==> src/rtl/hmd_pkg.sv <==
// constants and types shared by the haptic mode and detect controller
`default_nettype none
package hmd_pkg;
  localparam logic [6:0] I2C_DEV_ADDR = 7'h5A;
  localparam int SRAM_AW = 13;
  // register offsets
  localparam logic [7:0] REG_SOFT_RESET = 8'h00;
  localparam logic [7:0] REG_STATUS = 8'h01;
  localparam logic [7:0] REG_PLAYBACK_MODE_SELECT = 8'h08;
  localparam logic [7:0] REG_PLAY_GO = 8'h09;
  localparam logic [7:0] REG_WAVE_ID = 8'h0A;
  localparam logic [7:0] REG_TRIG_ID0 = 8'h0B;
  localparam logic [7:0] REG_BASE_HIGH = 8'h2D;
  localparam logic [7:0] REG_BASE_LOW = 8'h2E;
  localparam logic [7:0] REG_RAM_ADDR_HIGH = 8'h40;
  localparam logic [7:0] REG_RAM_ADDR_LOW = 8'h41;
  localparam logic [7:0] REG_RAM_DATA = 8'h42;
  localparam logic [7:0] REG_SRAM_CLK = 8'h45;
  localparam logic [7:0] REG_COMP_MODE = 8'h4C;
  localparam logic [7:0] REG_DETECT_CTRL = 8'h4D;
  localparam logic [7:0] REG_DETECT_CFG = 8'h4E;
  localparam logic [7:0] REG_MEAS_HIGH = 8'h4F;
  localparam logic [7:0] REG_MEAS_LOW = 8'h50;
  // field positions
  localparam int FLD_DETECT_GO = 7;
  localparam int FLD_CONT_FILTER = 2;
  localparam int FLD_GAIN_LSB = 2;
  // keys, reset values, header step, trigger count and enum types
  localparam logic [7:0] SOFT_RESET_KEY = 8'hAA;
  localparam logic [1:0] PLAYBACK_MODE_SELECT_RST = 2'h0;
  localparam logic [5:0] GAIN_RST = 6'h14;
  localparam logic [12:0] BASE_RST = 13'h0000;
  localparam logic [6:0] VBAT_REF_RST = 7'h00;
  localparam logic [12:0] HDR_BACKSTEP = 13'h0003;
  localparam int NUM_TRIG = 3;
  typedef enum logic [1:0] {PM_LIBRARY, PM_STREAM, PM_SQUARE} hmd_play_t;
  typedef enum logic [1:0] {OM_DOWN, OM_STANDBY, OM_ACTIVE} hmd_mode_t;
endpackage
`default_nettype wire

==> src/rtl/hmd_ctrl.sv <==
// haptic driver control: operating modes, I2C registers, detect and library fetch
// Behaviour
// - hold everything reset until regulator good
// - power-down clears registers, I2C unreachable
// - leave power-down alone when supplies good and shutdown pin high
// - standby: I2C and SRAM writes allowed
// - playback request enters active, drive enabled
// - playback complete returns to standby
// - 0xAA at 0x00 resets, SRAM kept
// - 10-bit result in high/low registers
// - battery volts are 6.1 code/1023
// - resistance is 610 code/(1023 gain)
// - reference plus mode bit enable compensation
// - mode field selects; triggers override
// - SRAM split at base: library, FIFO
// - library/trigger from SRAM, stream from FIFO
// - base byte is version, not waveform
// - 4-byte header entries, start then end
// - header one follows base, four-byte steps
// - samples are two's-complement signed
// - clock enable bit gates SRAM clock
`default_nettype none
module hmd_ctrl
  import hmd_pkg::*;
(
  // clock and reset
  input wire logic clk_sys,
  input wire logic rst_n,
  // supply and pins
  input wire logic regulatorGood,
  input wire logic shutdownPinN,
  input wire logic [NUM_TRIG-1:0] trigPin,
  // i2c open-drain pins
  input wire logic sclIn,
  input wire logic sdaIn,
  output logic sdaOut,
  output logic sdaOe,
  // measurement front end
  input wire logic [9:0] measCode,
  input wire logic measValid,
  // playback engines
  input wire logic engineDone,
  output logic playStart,
  output logic [1:0] playSource,
  output logic contFiltered,
  output logic signed [7:0] sampleOut,
  output logic sampleValid,
  // sram port
  output logic sramClockOn,
  output logic sramClear,
  output logic [SRAM_AW-1:0] sramRdAddr,
  output logic sramRdEn,
  input wire logic [7:0] sramRdData,
  output logic [SRAM_AW-1:0] sramWrAddr,
  output logic [7:0] sramWrData,
  output logic sramWrEn,
  output logic [SRAM_AW-1:0] fifoBase,
  // analog controls
  output logic [1:0] opMode,
  output logic boostEnable,
  output logic bridgeEnable,
  output logic detectRun,
  output logic [1:0] detectSeq,
  output logic [5:0] measGain,
  output logic compEnable,
  output logic [6:0] vbatRef
);
  typedef enum logic [2:0] {I_IDLE, I_DEV, I_REG, I_WR, I_RD} hmd_i2c_t;
  typedef enum logic [1:0] {LB_IDLE, LB_HDR, LB_DATA} hmd_lib_t;

  logic [1:0] regGoodSync_q, shutSync_q, sclSync_q, sdaSync_q;
  logic sclDly_q, sdaDly_q;
  logic [NUM_TRIG-1:0] trigDly_q, trigEdge;
  logic pdown, cfgRst, soft_reset_key_q;
  logic sclRise, sclFall, i2cStart, i2cStop;
  hmd_i2c_t i2cState_q;
  logic [3:0] bitCnt_q;
  logic ackPhase_q, readDir_q;
  logic [7:0] shift_q, txShift_q, ptr_q, rdData;
  logic wrEn_q;
  logic [7:0] wrAddr_q, wrData_q;
  hmd_play_t playMode_q;
  logic contFilt_q, go_q, sramClk_q, compMode_q, detGo_q, detGoDly_q;
  logic [6:0] waveId_q, vbatRef_q;
  logic [6:0] trigId_q [NUM_TRIG];
  logic [12:0] base_q, ramPtr_q;
  logic [1:0] detSeq_q;
  logic [5:0] gain_q;
  logic [9:0] result_q;
  hmd_mode_t mode_q;
  hmd_lib_t lib_q;
  logic [1:0] lbIdx_q;
  logic lbPend_q, libDone_q, startReq;
  logic [6:0] startId;
  logic [12:0] lbAddr_q, lbEnd_q;
  logic [7:0] startHigh_q;

  // pin synchronisers, reset only by the power-on input
  always_ff @(posedge clk_sys) begin
    if (!rst_n) begin
      regGoodSync_q <= 2'h0;
      shutSync_q <= 2'h0;
      sclSync_q <= 2'h3;
      sdaSync_q <= 2'h3;
      sclDly_q <= 1'b1;
      sdaDly_q <= 1'b1;
    end else begin
      regGoodSync_q <= {regGoodSync_q[0], regulatorGood};
      shutSync_q <= {shutSync_q[0], shutdownPinN};
      sclSync_q <= {sclSync_q[0], sclIn};
      sdaSync_q <= {sdaSync_q[0], sdaIn};
      sclDly_q <= sclSync_q[1];
      sdaDly_q <= sdaSync_q[1];
    end
  end

  // supplies good and pin high is the only way out of power-down
  assign pdown = !regGoodSync_q[1] || !shutSync_q[1];
  assign cfgRst = !rst_n || pdown || soft_reset_key_q;

  assign sclRise = sclSync_q[1] && !sclDly_q;
  assign sclFall = !sclSync_q[1] && sclDly_q;
  assign i2cStart = sclSync_q[1] && sclDly_q && !sdaSync_q[1] && sdaDly_q;
  assign i2cStop = sclSync_q[1] && sclDly_q && sdaSync_q[1] && !sdaDly_q;

  // register read mux
  always_comb begin
    rdData = 8'h00;
    unique case (ptr_q)
      REG_STATUS: rdData = {6'h00, mode_q};
      REG_PLAYBACK_MODE_SELECT: rdData = {5'h00, contFilt_q, playMode_q};
      REG_WAVE_ID: rdData = {1'b0, waveId_q};
      REG_BASE_HIGH: rdData = {3'h0, base_q[12:8]};
      REG_BASE_LOW: rdData = base_q[7:0];
      REG_RAM_ADDR_HIGH: rdData = {3'h0, ramPtr_q[12:8]};
      REG_RAM_ADDR_LOW: rdData = ramPtr_q[7:0];
      REG_SRAM_CLK: rdData = {7'h00, sramClk_q};
      REG_COMP_MODE: rdData = {7'h00, compMode_q};
      REG_DETECT_CTRL: rdData = {detGo_q, vbatRef_q};
      REG_DETECT_CFG: rdData = {gain_q, detSeq_q};
      REG_MEAS_HIGH: rdData = {6'h00, result_q[9:8]};
      REG_MEAS_LOW: rdData = result_q[7:0];
      default: begin
        for (int t = 0; t < NUM_TRIG; t++) begin
          if (ptr_q == REG_TRIG_ID0 + 8'(t)) begin
            rdData = {1'b0, trigId_q[t]};
          end
        end
      end
    endcase
  end

  // i2c slave, held in reset through power-down
  always_ff @(posedge clk_sys) begin
    if (cfgRst) begin
      i2cState_q <= I_IDLE;
      bitCnt_q <= 4'h0;
      ackPhase_q <= 1'b0;
      readDir_q <= 1'b0;
      shift_q <= 8'h00;
      txShift_q <= 8'h00;
      ptr_q <= 8'h00;
      sdaOe <= 1'b0;
      wrEn_q <= 1'b0;
      wrAddr_q <= 8'h00;
      wrData_q <= 8'h00;
    end else begin
      wrEn_q <= 1'b0;
      if (i2cStart) begin
        i2cState_q <= I_DEV;
        bitCnt_q <= 4'h0;
        ackPhase_q <= 1'b0;
        sdaOe <= 1'b0;
      end else if (i2cStop) begin
        i2cState_q <= I_IDLE;
        sdaOe <= 1'b0;
      end else if (i2cState_q != I_IDLE) begin
        if (sclRise) begin
          if (ackPhase_q) begin
            if (i2cState_q == I_RD && sdaSync_q[1]) begin
              i2cState_q <= I_IDLE;
            end
          end else begin
            shift_q <= {shift_q[6:0], sdaSync_q[1]};
            bitCnt_q <= bitCnt_q + 4'h1;
          end
        end else if (sclFall) begin
          if (!ackPhase_q && bitCnt_q == 4'h8) begin
            ackPhase_q <= 1'b1;
            bitCnt_q <= 4'h0;
            sdaOe <= 1'b1;
            unique case (i2cState_q)
              I_DEV: begin
                readDir_q <= shift_q[0];
                if (shift_q[7:1] != I2C_DEV_ADDR) begin
                  i2cState_q <= I_IDLE;
                  sdaOe <= 1'b0;
                end
              end
              I_REG: ptr_q <= shift_q;
              I_WR: begin
                wrEn_q <= 1'b1;
                wrAddr_q <= ptr_q;
                wrData_q <= shift_q;
                ptr_q <= ptr_q + 8'h01;
              end
              I_RD: sdaOe <= 1'b0;
              I_IDLE: sdaOe <= 1'b0;
            endcase
          end else if (ackPhase_q) begin
            ackPhase_q <= 1'b0;
            sdaOe <= 1'b0;
            if (i2cState_q == I_DEV) begin
              i2cState_q <= readDir_q ? I_RD : I_REG;
            end else if (i2cState_q == I_REG) begin
              i2cState_q <= I_WR;
            end
            if ((i2cState_q == I_DEV && readDir_q) || i2cState_q == I_RD) begin
              txShift_q <= rdData;
              sdaOe <= !rdData[7];
              ptr_q <= ptr_q + 8'h01;
            end
          end else if (i2cState_q == I_RD) begin
            txShift_q <= {txShift_q[6:0], 1'b0};
            sdaOe <= !txShift_q[6];
          end
        end
      end
    end
  end

  // open drain: the pin is only ever pulled low
  always_ff @(posedge clk_sys) begin
    sdaOut <= 1'b0;
  end

  // configuration registers
  always_ff @(posedge clk_sys) begin
    if (cfgRst) begin
      soft_reset_key_q <= 1'b0;
      playMode_q <= hmd_play_t'(PLAYBACK_MODE_SELECT_RST);
      contFilt_q <= 1'b0;
      go_q <= 1'b0;
      waveId_q <= 7'h00;
      for (int t = 0; t < NUM_TRIG; t++) begin
        trigId_q[t] <= 7'h00;
      end
      base_q <= BASE_RST;
      sramClk_q <= 1'b0;
      compMode_q <= 1'b0;
      detGo_q <= 1'b0;
      vbatRef_q <= VBAT_REF_RST;
      detSeq_q <= 2'h0;
      gain_q <= GAIN_RST;
    end else begin
      go_q <= 1'b0;
      if (wrEn_q) begin
        unique case (wrAddr_q)
          REG_SOFT_RESET: soft_reset_key_q <= (wrData_q == SOFT_RESET_KEY);
          REG_PLAYBACK_MODE_SELECT: begin
            playMode_q <= hmd_play_t'(wrData_q[1:0]);
            contFilt_q <= wrData_q[FLD_CONT_FILTER];
          end
          REG_PLAY_GO: go_q <= wrData_q[0];
          REG_WAVE_ID: waveId_q <= wrData_q[6:0];
          REG_BASE_HIGH: base_q[12:8] <= wrData_q[4:0];
          REG_BASE_LOW: base_q[7:0] <= wrData_q;
          REG_SRAM_CLK: sramClk_q <= wrData_q[0];
          REG_COMP_MODE: compMode_q <= wrData_q[0];
          REG_DETECT_CTRL: begin
            detGo_q <= wrData_q[FLD_DETECT_GO];
            vbatRef_q <= wrData_q[6:0];
          end
          REG_DETECT_CFG: begin
            detSeq_q <= wrData_q[1:0];
            gain_q <= wrData_q[7:FLD_GAIN_LSB];
          end
          default: begin
            for (int t = 0; t < NUM_TRIG; t++) begin
              if (wrAddr_q == REG_TRIG_ID0 + 8'(t)) begin
                trigId_q[t] <= wrData_q[6:0];
              end
            end
          end
        endcase
      end
    end
  end

  // sram load port; blocked while a waveform plays so reads never collide
  always_ff @(posedge clk_sys) begin
    if (!rst_n || pdown) begin
      ramPtr_q <= 13'h0000;
      sramWrEn <= 1'b0;
      sramWrAddr <= 13'h0000;
      sramWrData <= 8'h00;
    end else begin
      sramWrEn <= 1'b0;
      if (wrEn_q && wrAddr_q == REG_RAM_DATA && mode_q == OM_STANDBY && sramClk_q) begin
        sramWrEn <= 1'b1;
        sramWrAddr <= ramPtr_q;
        sramWrData <= wrData_q;
        ramPtr_q <= ramPtr_q + 13'h0001;
      end else if (wrEn_q && wrAddr_q == REG_RAM_ADDR_HIGH) begin
        ramPtr_q[12:8] <= wrData_q[4:0];
      end else if (wrEn_q && wrAddr_q == REG_RAM_ADDR_LOW) begin
        ramPtr_q[7:0] <= wrData_q;
      end
    end
  end

  // measurement: result survives until the next rising detect go
  always_ff @(posedge clk_sys) begin
    if (cfgRst) begin
      detGoDly_q <= 1'b0;
      result_q <= 10'h000;
    end else begin
      detGoDly_q <= detGo_q;
      if (detGo_q && !detGoDly_q) begin
        result_q <= 10'h000;
      end else if (detGo_q && sramClk_q && measValid) begin
        result_q <= measCode;
      end
    end
  end

  // trigger pin synchronisers and rising-edge detect
  generate
    for (genvar g = 0; g < NUM_TRIG; g++) begin : gTrig
      logic [1:0] sync_q;
      always_ff @(posedge clk_sys) begin
        if (!rst_n) begin
          sync_q <= 2'h0;
          trigDly_q[g] <= 1'b0;
        end else begin
          sync_q <= {sync_q[0], trigPin[g]};
          trigDly_q[g] <= sync_q[1];
        end
      end
      assign trigEdge[g] = sync_q[1] && !trigDly_q[g];
    end
  endgenerate

  // lowest-numbered trigger wins over the go bit
  always_comb begin
    startReq = go_q;
    startId = waveId_q;
    for (int t = NUM_TRIG - 1; t >= 0; t--) begin
      if (trigEdge[t]) begin
        startReq = 1'b1;
        startId = trigId_q[t];
      end
    end
  end

  // operating mode
  always_ff @(posedge clk_sys) begin
    if (cfgRst) begin
      mode_q <= pdown ? OM_DOWN : OM_STANDBY;
      playStart <= 1'b0;
      playSource <= PM_LIBRARY;
    end else begin
      playStart <= 1'b0;
      unique case (mode_q)
        OM_DOWN: mode_q <= OM_STANDBY;
        OM_STANDBY: begin
          if (startReq) begin
            mode_q <= OM_ACTIVE;
            playStart <= 1'b1;
            playSource <= (|trigEdge) ? PM_LIBRARY : playMode_q;
          end
        end
        OM_ACTIVE: begin
          if ((playSource == PM_LIBRARY && libDone_q)
              || (playSource != PM_LIBRARY && engineDone)) begin
            mode_q <= OM_STANDBY;
          end
        end
        default: mode_q <= OM_STANDBY;
      endcase
    end
  end

  // library fetch: header at base+1+4*(id-1), then signed samples
  always_ff @(posedge clk_sys) begin
    if (cfgRst) begin
      lib_q <= LB_IDLE;
      lbIdx_q <= 2'h0;
      lbPend_q <= 1'b0;
      lbAddr_q <= 13'h0000;
      lbEnd_q <= 13'h0000;
      startHigh_q <= 8'h00;
      libDone_q <= 1'b0;
      sramRdEn <= 1'b0;
      sramRdAddr <= 13'h0000;
      sampleOut <= 8'sh00;
      sampleValid <= 1'b0;
    end else begin
      libDone_q <= 1'b0;
      sramRdEn <= 1'b0;
      sampleValid <= 1'b0;
      unique case (lib_q)
        LB_IDLE: begin
          lbPend_q <= 1'b0;
          lbIdx_q <= 2'h0;
          if (mode_q == OM_STANDBY && startReq
              && ((|trigEdge) || playMode_q == PM_LIBRARY)) begin
            if (startId == 7'h00) begin
              libDone_q <= 1'b1;
            end else begin
              lib_q <= LB_HDR;
              lbAddr_q <= base_q + {4'h0, startId, 2'b00} - HDR_BACKSTEP;
            end
          end
        end
        LB_HDR: begin
          if (!lbPend_q) begin
            sramRdEn <= 1'b1;
            sramRdAddr <= lbAddr_q;
            lbPend_q <= 1'b1;
          end else begin
            lbPend_q <= 1'b0;
            lbIdx_q <= lbIdx_q + 2'h1;
            lbAddr_q <= lbAddr_q + 13'h0001;
            unique case (lbIdx_q)
              2'h0: startHigh_q <= sramRdData;
              2'h1: lbEnd_q <= {startHigh_q[4:0], sramRdData};
              2'h2: startHigh_q <= sramRdData;
              2'h3: begin
                lbAddr_q <= lbEnd_q;
                lbEnd_q <= {startHigh_q[4:0], sramRdData};
                lib_q <= LB_DATA;
              end
            endcase
          end
        end
        LB_DATA: begin
          if (!lbPend_q) begin
            sramRdEn <= 1'b1;
            sramRdAddr <= lbAddr_q;
            lbPend_q <= 1'b1;
          end else begin
            lbPend_q <= 1'b0;
            sampleOut <= $signed(sramRdData);
            sampleValid <= 1'b1;
            if (lbAddr_q == lbEnd_q) begin
              libDone_q <= 1'b1;
              lib_q <= LB_IDLE;
            end else begin
              lbAddr_q <= lbAddr_q + 13'h0001;
            end
          end
        end
        default: lib_q <= LB_IDLE;
      endcase
    end
  end

  // registered copies of the analog controls
  always_ff @(posedge clk_sys) begin
    if (cfgRst) begin
      opMode <= 2'h0;
      boostEnable <= 1'b0;
      bridgeEnable <= 1'b0;
      detectRun <= 1'b0;
      detectSeq <= 2'h0;
      measGain <= GAIN_RST;
      compEnable <= 1'b0;
      vbatRef <= VBAT_REF_RST;
      sramClockOn <= 1'b0;
      contFiltered <= 1'b0;
      fifoBase <= BASE_RST;
    end else begin
      opMode <= mode_q;
      boostEnable <= (mode_q == OM_ACTIVE);
      bridgeEnable <= (mode_q == OM_ACTIVE);
      detectRun <= detGo_q && sramClk_q;
      detectSeq <= detSeq_q;
      measGain <= gain_q;
      compEnable <= compMode_q;
      vbatRef <= vbatRef_q;
      sramClockOn <= sramClk_q;
      contFiltered <= contFilt_q;
      fifoBase <= base_q;
    end
  end

  // memory is wiped in power-down and while rst_n is low, never by the soft reset key
  always_ff @(posedge clk_sys) begin
    if (!rst_n) begin
      sramClear <= 1'b1;
    end else begin
      sramClear <= pdown;
    end
  end
endmodule
`default_nettype wire

==> config.mk <==
export PLATFORM = sky130hd
export DESIGN_NAME = hmd_ctrl
export DESIGN_NICKNAME = d
export VERILOG_FILES = /design/src/rtl/hmd_pkg.sv /design/src/rtl/hmd_ctrl.sv
export SDC_FILE = /design/constraint.sdc
export NUM_CORES = 1
export LEC_CHECK = 0
export BUFFER_PORTS_ARGS = -buffer_cell sky130_fd_sc_hd__buf_2
export CORE_MARGIN = 2
export CORE_UTILIZATION = 54
export DETAILED_ROUTE_END_ITERATION = 8
export HOLD_SLACK_MARGIN = 0.03
export PLACE_DENSITY = 0.76
export SKIP_LAST_GASP = 1
export SLEW_MARGIN = 20
export SYNTH_ARGS = -nofsm -noshare
export SYNTH_HDL_FRONTEND = slang
export SYNTH_SLANG_ARGS = --single-unit
==> constraint.sdc <==
create_clock -name clk_sys -period 3.05 [get_ports clk_sys]
set_clock_uncertainty 0.1 [all_clocks]
set_input_delay 0.1525 -clock clk_sys [delete_from_list [all_inputs] [get_ports clk_sys]]
set_output_delay 0.1525 -clock clk_sys [all_outputs]
set_load 0.01 [all_outputs]
**Yosys cells after proc, flatten, opt, wreduce, memory -nomap -nowiden**

Memories as Yosys holds them, arrays and structs flattened.
Cells that the tools add are included.

- Register bits after elaboration: 259
- Memory bits (writable): 21
- Input bits: 29
- Output and inout bits: 87
- Memories kept: 1

Memory list:

| name | depth | bits a word | read ports | clocked after Yosys merged registers in | wr ports | RTL line | RTL |
|---|---|---|---|---|---|---|---|
| trigId_q | 3 | 7 | 3 | 0 | 3 | hmd_ctrl.sv:85 | `logic [6:0] trigId_q [NUM_TRIG];` |

- Add/subtract/negate cells: 7
- Eq/ne operators: 67
- Muxes and demuxes: 99
- Bitwise gates (word level): 16
- Reduce and logical (&&, ||, !) cells: 113

Operators with widths:

| operator | count |
|---|---|
| $eq A8 B7 Y1 const B | 15 |
| $pmux W8 S13 | 1 |
| $mux W13 | 7 |
| $eq A8 B4 Y1 const B | 11 |
| $mux W7 | 10 |
| $mux W8 | 7 |
| $mux W1 | 39 |
| $pmux W13 S3 | 1 |
| $mux W3 | 11 |
| $eq A8 B6 Y1 const B | 4 |
| $reduce_and A8 Y1 | 4 |
| $reduce_and A2 Y1 | 15 |
| $add A13 B1 Y13 const B | 2 |
| $logic_and A1 B1 Y1 | 25 |
| $mux W2 | 11 |
| $reduce_bool A2 Y1 | 10 |
| $reduce_or A2 Y1 | 9 |
| $mux W4 | 4 |
| $ne A2 B2 Y1 const B | 8 |
| $pmux W8 S2 | 1 |
| $reduce_bool A3 Y1 | 5 |
| $logic_not A1 Y1 | 14 |
| $reduce_and A7 Y1 | 2 |
| $add A13 B9 Y13 | 1 |
| 40 further kinds | 85 |

**Depth between registers and ports, before layout**

- Word-level depth: 10
- Depth in mapped cells: 15

**Least setup slack after synthesis**

Ideal clock, no wire load.

- Path kind: reg-to-reg
- From: register gTrig[2].sync_q[1]
- To: register lbAddr_q[12]
- Library setup time: 0.123 ns
- Data arrival time: 2.749 ns
- Path slack: 0.078 ns
- Stages on the path, launching flop included: 14
- Path buffers: 1
- Path through: dfxtp_1 -> nor2b_1 -> buf_4 -> mux2i_1 -> a211o_1 -> ha_1 -> inv_1 -> ha_1 -> or2_2 -> o41ai_1 -> or2_2 -> nor2_1 -> a311oi_1 -> a21oi_1

- Word-level cells in the longest chain between the ends: 9

Ends and longest elaborated chain:

| item | RTL line | RTL |
|---|---|---|
| start, declared | hmd_ctrl.sv:330 | `logic [1:0] sync_q;` |
| start signal, assigned | hmd_ctrl.sv:336 | `sync_q <= {sync_q[0], trigPin[g]};` |
| $logic_and A1 B1 Y1 (*) | hmd_ctrl.sv:340 | `assign trigEdge[g] = sync_q[1] && !trigDly_q[g];` |
| $mux W7 (3 in series) | hmd_ctrl.sv:349 | `if (trigEdge[t]) begin` |
| $add A13 B9 Y13 | hmd_ctrl.sv:412 | `lbAddr_q <= base_q + {4'h0, startId, 2'b00} - HDR_BACKSTEP;` |
| $sub A13 B2 Y13 | hmd_ctrl.sv:412 |  |
| $mux W13 | hmd_ctrl.sv:408 | `if (startId == 7'h00) begin` |
| $mux W13 | hmd_ctrl.sv:406 | `if (mode_q == OM_STANDBY && startReq` |
| $pmux W13 S3 | hmd_ctrl.sv:402 | `unique case (lib_q)` |
| end signal, assigned | hmd_ctrl.sv:412 |  |
| end signal, assigned | hmd_ctrl.sv:424 | `lbAddr_q <= lbAddr_q + 13'h0001;` |
| end signal, assigned | hmd_ctrl.sv:430 | `lbAddr_q <= lbEnd_q;` |
| end, declared | hmd_ctrl.sv:95 | `logic [12:0] lbAddr_q, lbEnd_q;` |

Every way passes the cells marked *; elsewhere a longest branch is shown, timed or not. The select of a mux whose other input is x is not followed.
A chain may end at the register's enable or synchronous reset.

**Worst setup path after layout**

- From: register gTrig[2].sync_q[1]
- To: register lbAddr_q[11]

The elaborated chain is that of the path after synthesis.

==> flow_metrics.py <==
metrics = {
    "pwr": {
        "combPwrFrac_pct": 4.4,
        "p_leak_nw": 6.15,
        "power_mw": 7.80,
        "p_clk_share_pct": 48.0,
        "power_density_nw_per_um2": 493,
        "p_int_mw": 6.12,
        "ir_drop_mv": 0.480,
        "p_switching_mw": 1.68,
        "p_seq_share_pct": 47.7,
        "sw_frac_of_total_pct": 21.6,
    },
    "setup_path": {
        "critPathKind": "reg -> reg",
        "crit_required_ps": 3380,
        "crit_fanout": 7,
        "worstPathArrival_ps": 3390,
        "crit_path_start_kind": "register",
        "cp-end-kind": "register",
    },
    "yosys": {
        "muxShareOfSynthArea_pct": 5.70,
        "netlist_instances": 1529,
        "synth_top_family_by_area": "simple AND/OR/NAND/NOR gates",
        "netlist_area_um2": 13200,
        "yosysSeqAreaShare_pct": 44.3,
        "avgSynthCellArea_um2": 8.62,
        "ys_async_sr_fraction_pct": 0,
        "synth_edf_count": 23,
        "yosys.area_share.simple_pct": 23.1,
        "synthXorXnorAreaFrac_pct": 2.38,
        "syn_nets": 1596,
        "synth-seq-cells": 280,
        "synth_flop_cell": "dfxtp_1",
        "ys_warn_count": 0,
        "synth_cell_types": 85,
        "synth_fa_ha_area_share_pct": 3.61,
        "synth_compound_area_share_pct": 16.5,
    },
    "detailed_routing": {
        "vias": 11800,
        "drt_iter0_drc": 1213,
        "drc_errors": 0,
        "drt-wirelength-per-cell_um": 18.2,
        "vias_per_cell": 5.83,
        "first_pass_iters": 6,
        "finalWirelength_mm": 36.8,
        "antenna_left": 0,
    },
    "place": {
        "post_dp_cell_area_um2": 14200,
        "port_buffers": 114,
        "pre_cts_ws_ps": -141,
        "gp_congestion": 0.991,
        "dp_cells": 1927,
        "dp_hpwl_mm": 25.5,
    },
    "global_routing": {
        "grt-ovfl-total": 0,
        "first_global_vias": 11100,
        "antenna_found_initial": 0,
        "grt_pass1_wl_mm": 58.2,
        "grt_util_all_layers_pct": 27.8,
        "grt_max_degree": 58,
    },
    "cells_and_area": {
        "final_core_util_pct": 65.5,
        "fin_cells": 2018,
        "final_cell_area_um2": 15800,
        "diodes": 0,
        "drive_gt1_share_pct": 17.2,
        "fin_nets": 1739,
        "synthToLayoutAreaGrowth_pct": 20.1,
        "fillers": 1972,
    },
    "sta": {
        "tns_ps": -15.7,
        "setup_viol": 2,
        "slew_headroom_pct": 42.9,
        "holdWs_ps": 98.4,
        "fmax_ghz": 0.327,
        "min_period_over_period_pct": 100,
        "fin_ws_ps": -11.0,
        "hold_viol_final": 0,
        "rsz0062_at_grt": "yes",
        "slew_viol_final": 0,
        "tightest_slew_ps": 856,
        "period_minus_slack_ps": 3060,
    },
    "die": {
        "die_x_um": 160,
        "fp-row-count": 57,
        "die_area_um2": 25700,
        "ios": 116,
        "core_area_um2": 24200,
        "fp.dieH_um": 160,
        "initial_utilization_pct": 54.5,
    },
    "clocking": {
        "cts_tree": "done",
        "clk-insertion-delay-late_ps": 560,
        "cts_buffer_depth": 3,
        "cts_made_buffers": 29,
        "cts_sinks": 280,
        "path_clk_slew_ps": 70,
        "cts_htree_levels": 1,
        "cts-root-buf": "clkbuf_16",
    },
    "min_path": {
        "min_path_type": "in -> reg",
    },
    "outcome": {
        "status": "finished, violations left",
        "violations": "negative setup slack",
    },
    "run": {
        "max-cap-violations": 0,
    },
}
-- flip-flops by register name, summed over array words and instances (netlist names), 5 cells and up --
| signal | flops |
|---|---|
| sramWrAddr | 13 |
| lbAddr_q | 13 |
| wrAddr_q | 8 |
| measGain | 6 |
| txShift_q | 7 |
| gTrig.sync_q | 6 |
| vbatRef | 7 |
| startHigh_q | 5 |
| sampleOut | 8 |
| wrData_q | 8 |
| sramRdAddr | 13 |
| base_q | 13 |
| trigId_q | 21 |
| waveId_q | 7 |
| fifoBase | 13 |
| vbatRef_q | 7 |
| shift_q | 8 |
| result_q | 10 |
| gain_q | 6 |
| lbEnd_q | 13 |
| ptr_q | 8 |
| sramWrData | 8 |
| ramPtr_q | 13 |
-- final timing paths --
| path | startpoint | endpoint | slack (ps) | depth (start not counted) |
|---|---|---|---|---|
| min reg2reg | sclSync_q[0]$_SDFF_PN1_ | sclSync_q[1]$_SDFF_PN1_ | 310 | 1 |
| max | gTrig[2].sync_q[1]$_SDFF_PN0_ | lbAddr_q[11]$_SDFFE_PN0P_ | -10 | 15 |
| max reg2reg | gTrig[2].sync_q[1]$_SDFF_PN0_ | lbAddr_q[11]$_SDFFE_PN0P_ | -10 | 15 |
| min | measValid | result_q[4]$_SDFFE_PP0P_ | 100 | 4 |
-- synthesized netlist by cell type, drive strengths merged (9+ instances only) --
cell     count  area share (%)
buf         27             1.1
nand2b      19            0.90
nor3        29             1.2
a22oi       25             1.4
nand3       33             1.3
a22o        13            0.86
inv         43             1.2
nor2b       19            0.96
a221o       10            0.76
ha          38             3.6
dfxtp      257              39
o21ai       50             1.9
mux2i       74             5.6
nand2      213             6.1
nor2       177             5.1
o211ai       9            0.51
a21oi      115             4.4
o2111ai     10            0.66
and3        19            0.90
a211oi      10            0.61
nand4       11            0.52
a31oi       11            0.52
clkbuf      70             2.0
xor2        14            0.93
edfxtp      23             5.2
xnor2       21             1.5
and2        58             2.8
-- power by group through the flow --
| stage | registers (mW) | logic, mW | clock network [mW] |
|---|---|---|---|
| 2_1_floorplan | 3.80 | 0.160 | 0 |
| 3_3_place_gp | 3.80 | 0.237 | 0 |
| 3_5_place_dp | 3.80 | 0.244 | 0 |
| 4_1_cts | 3.72 | 0.291 | 3.78 |
| 5_1_grt | 3.72 | 0.368 | 3.94 |
| 6_report | 3.72 | 0.340 | 3.74 |
-- layer usage --
| layer | global-route usage [%] | up-vias | wire [um] |
|---|---|---|---|
| met5 | 0 | - | 0 |
| met4 | 9.79 | 0 | 1230 |
| met3 | 6.42 | 88 | 3320 |
| met2 | 43.4 | 484 | 16400 |
| met1 | 38.1 | 5536 | 15900 |
| li1 | - | 5647 | - |
-- final cells by class --
class	instances	area [um2]	share of cell area, %
Timing Repair Buffer	209	1410	8.89
Sequential cell	280	5840	36.9
Clock inverter	21	259	1.64
Multi-Input combinational cell	1108	6990	44.2
Tap cell	324	405	2.56
Inverter	44	168	1.06
Clock buffer	32	757	4.78
-- critical path: stages, from the launching register on --
cell and delay, ps:
dfxtp_2 330, nor2b_4 130, buf_12 140, buf_6 120, mux2i_4 180, a211o_1 340, ha_4 270, inv_4 60
ha_4 120, a21oi_1 80, nand4b_1 240, nand3_2 130, a31oi_1 90, a311o_1 280, o31ai_1 220, mux2i_1 110
-- placed cells by master, fill, tap and decap left out, types with 8 or more instances in the layout --
cell and count:
dfxtp_1 254, nand2_1 213, nor2_1 173, buf_2 114
a21oi_1 112, mux2i_1 72, buf_4 58, and2_1 57
o21ai_0 45, inv_1 41, dlygate4sd3_1 33, nand3_1 31
ha_1 31, clkbuf_16 29, nor3_1 25, a22oi_1 25
edfxtp_1 23, xnor2_1 20, and3_1 19, nand2b_1 17
nor2b_1 16, xor2_1 14, a22o_1 13, a31oi_1 11
nand4_1 11, a221o_1 10, o211ai_1 9, o2111ai_1 9
a222oi_1 8
-- repair_timing --
action / 4_1_cts / 5_1_grt
hold buffers: 33 / 0
pin swaps: 5 / 12
setup buffers: 4 / 2
endpoints found under the setup margin: 4 / 5
resized for setup: 14 / 30
endpoints found under the hold margin: 50 / 0
-- logic make-up after synthesis --
kind of cell	count (synthesis)
multiplexers	75
XOR/XNOR	35
other	1
AO/OA/AOI/OAI	325
buffers and inverters	141
adder cells (fa/ha/maj)	38
flip-flops	280
AND/OR/NAND/NOR	634
No activity file was read; power rests on OpenSTA's default activity.
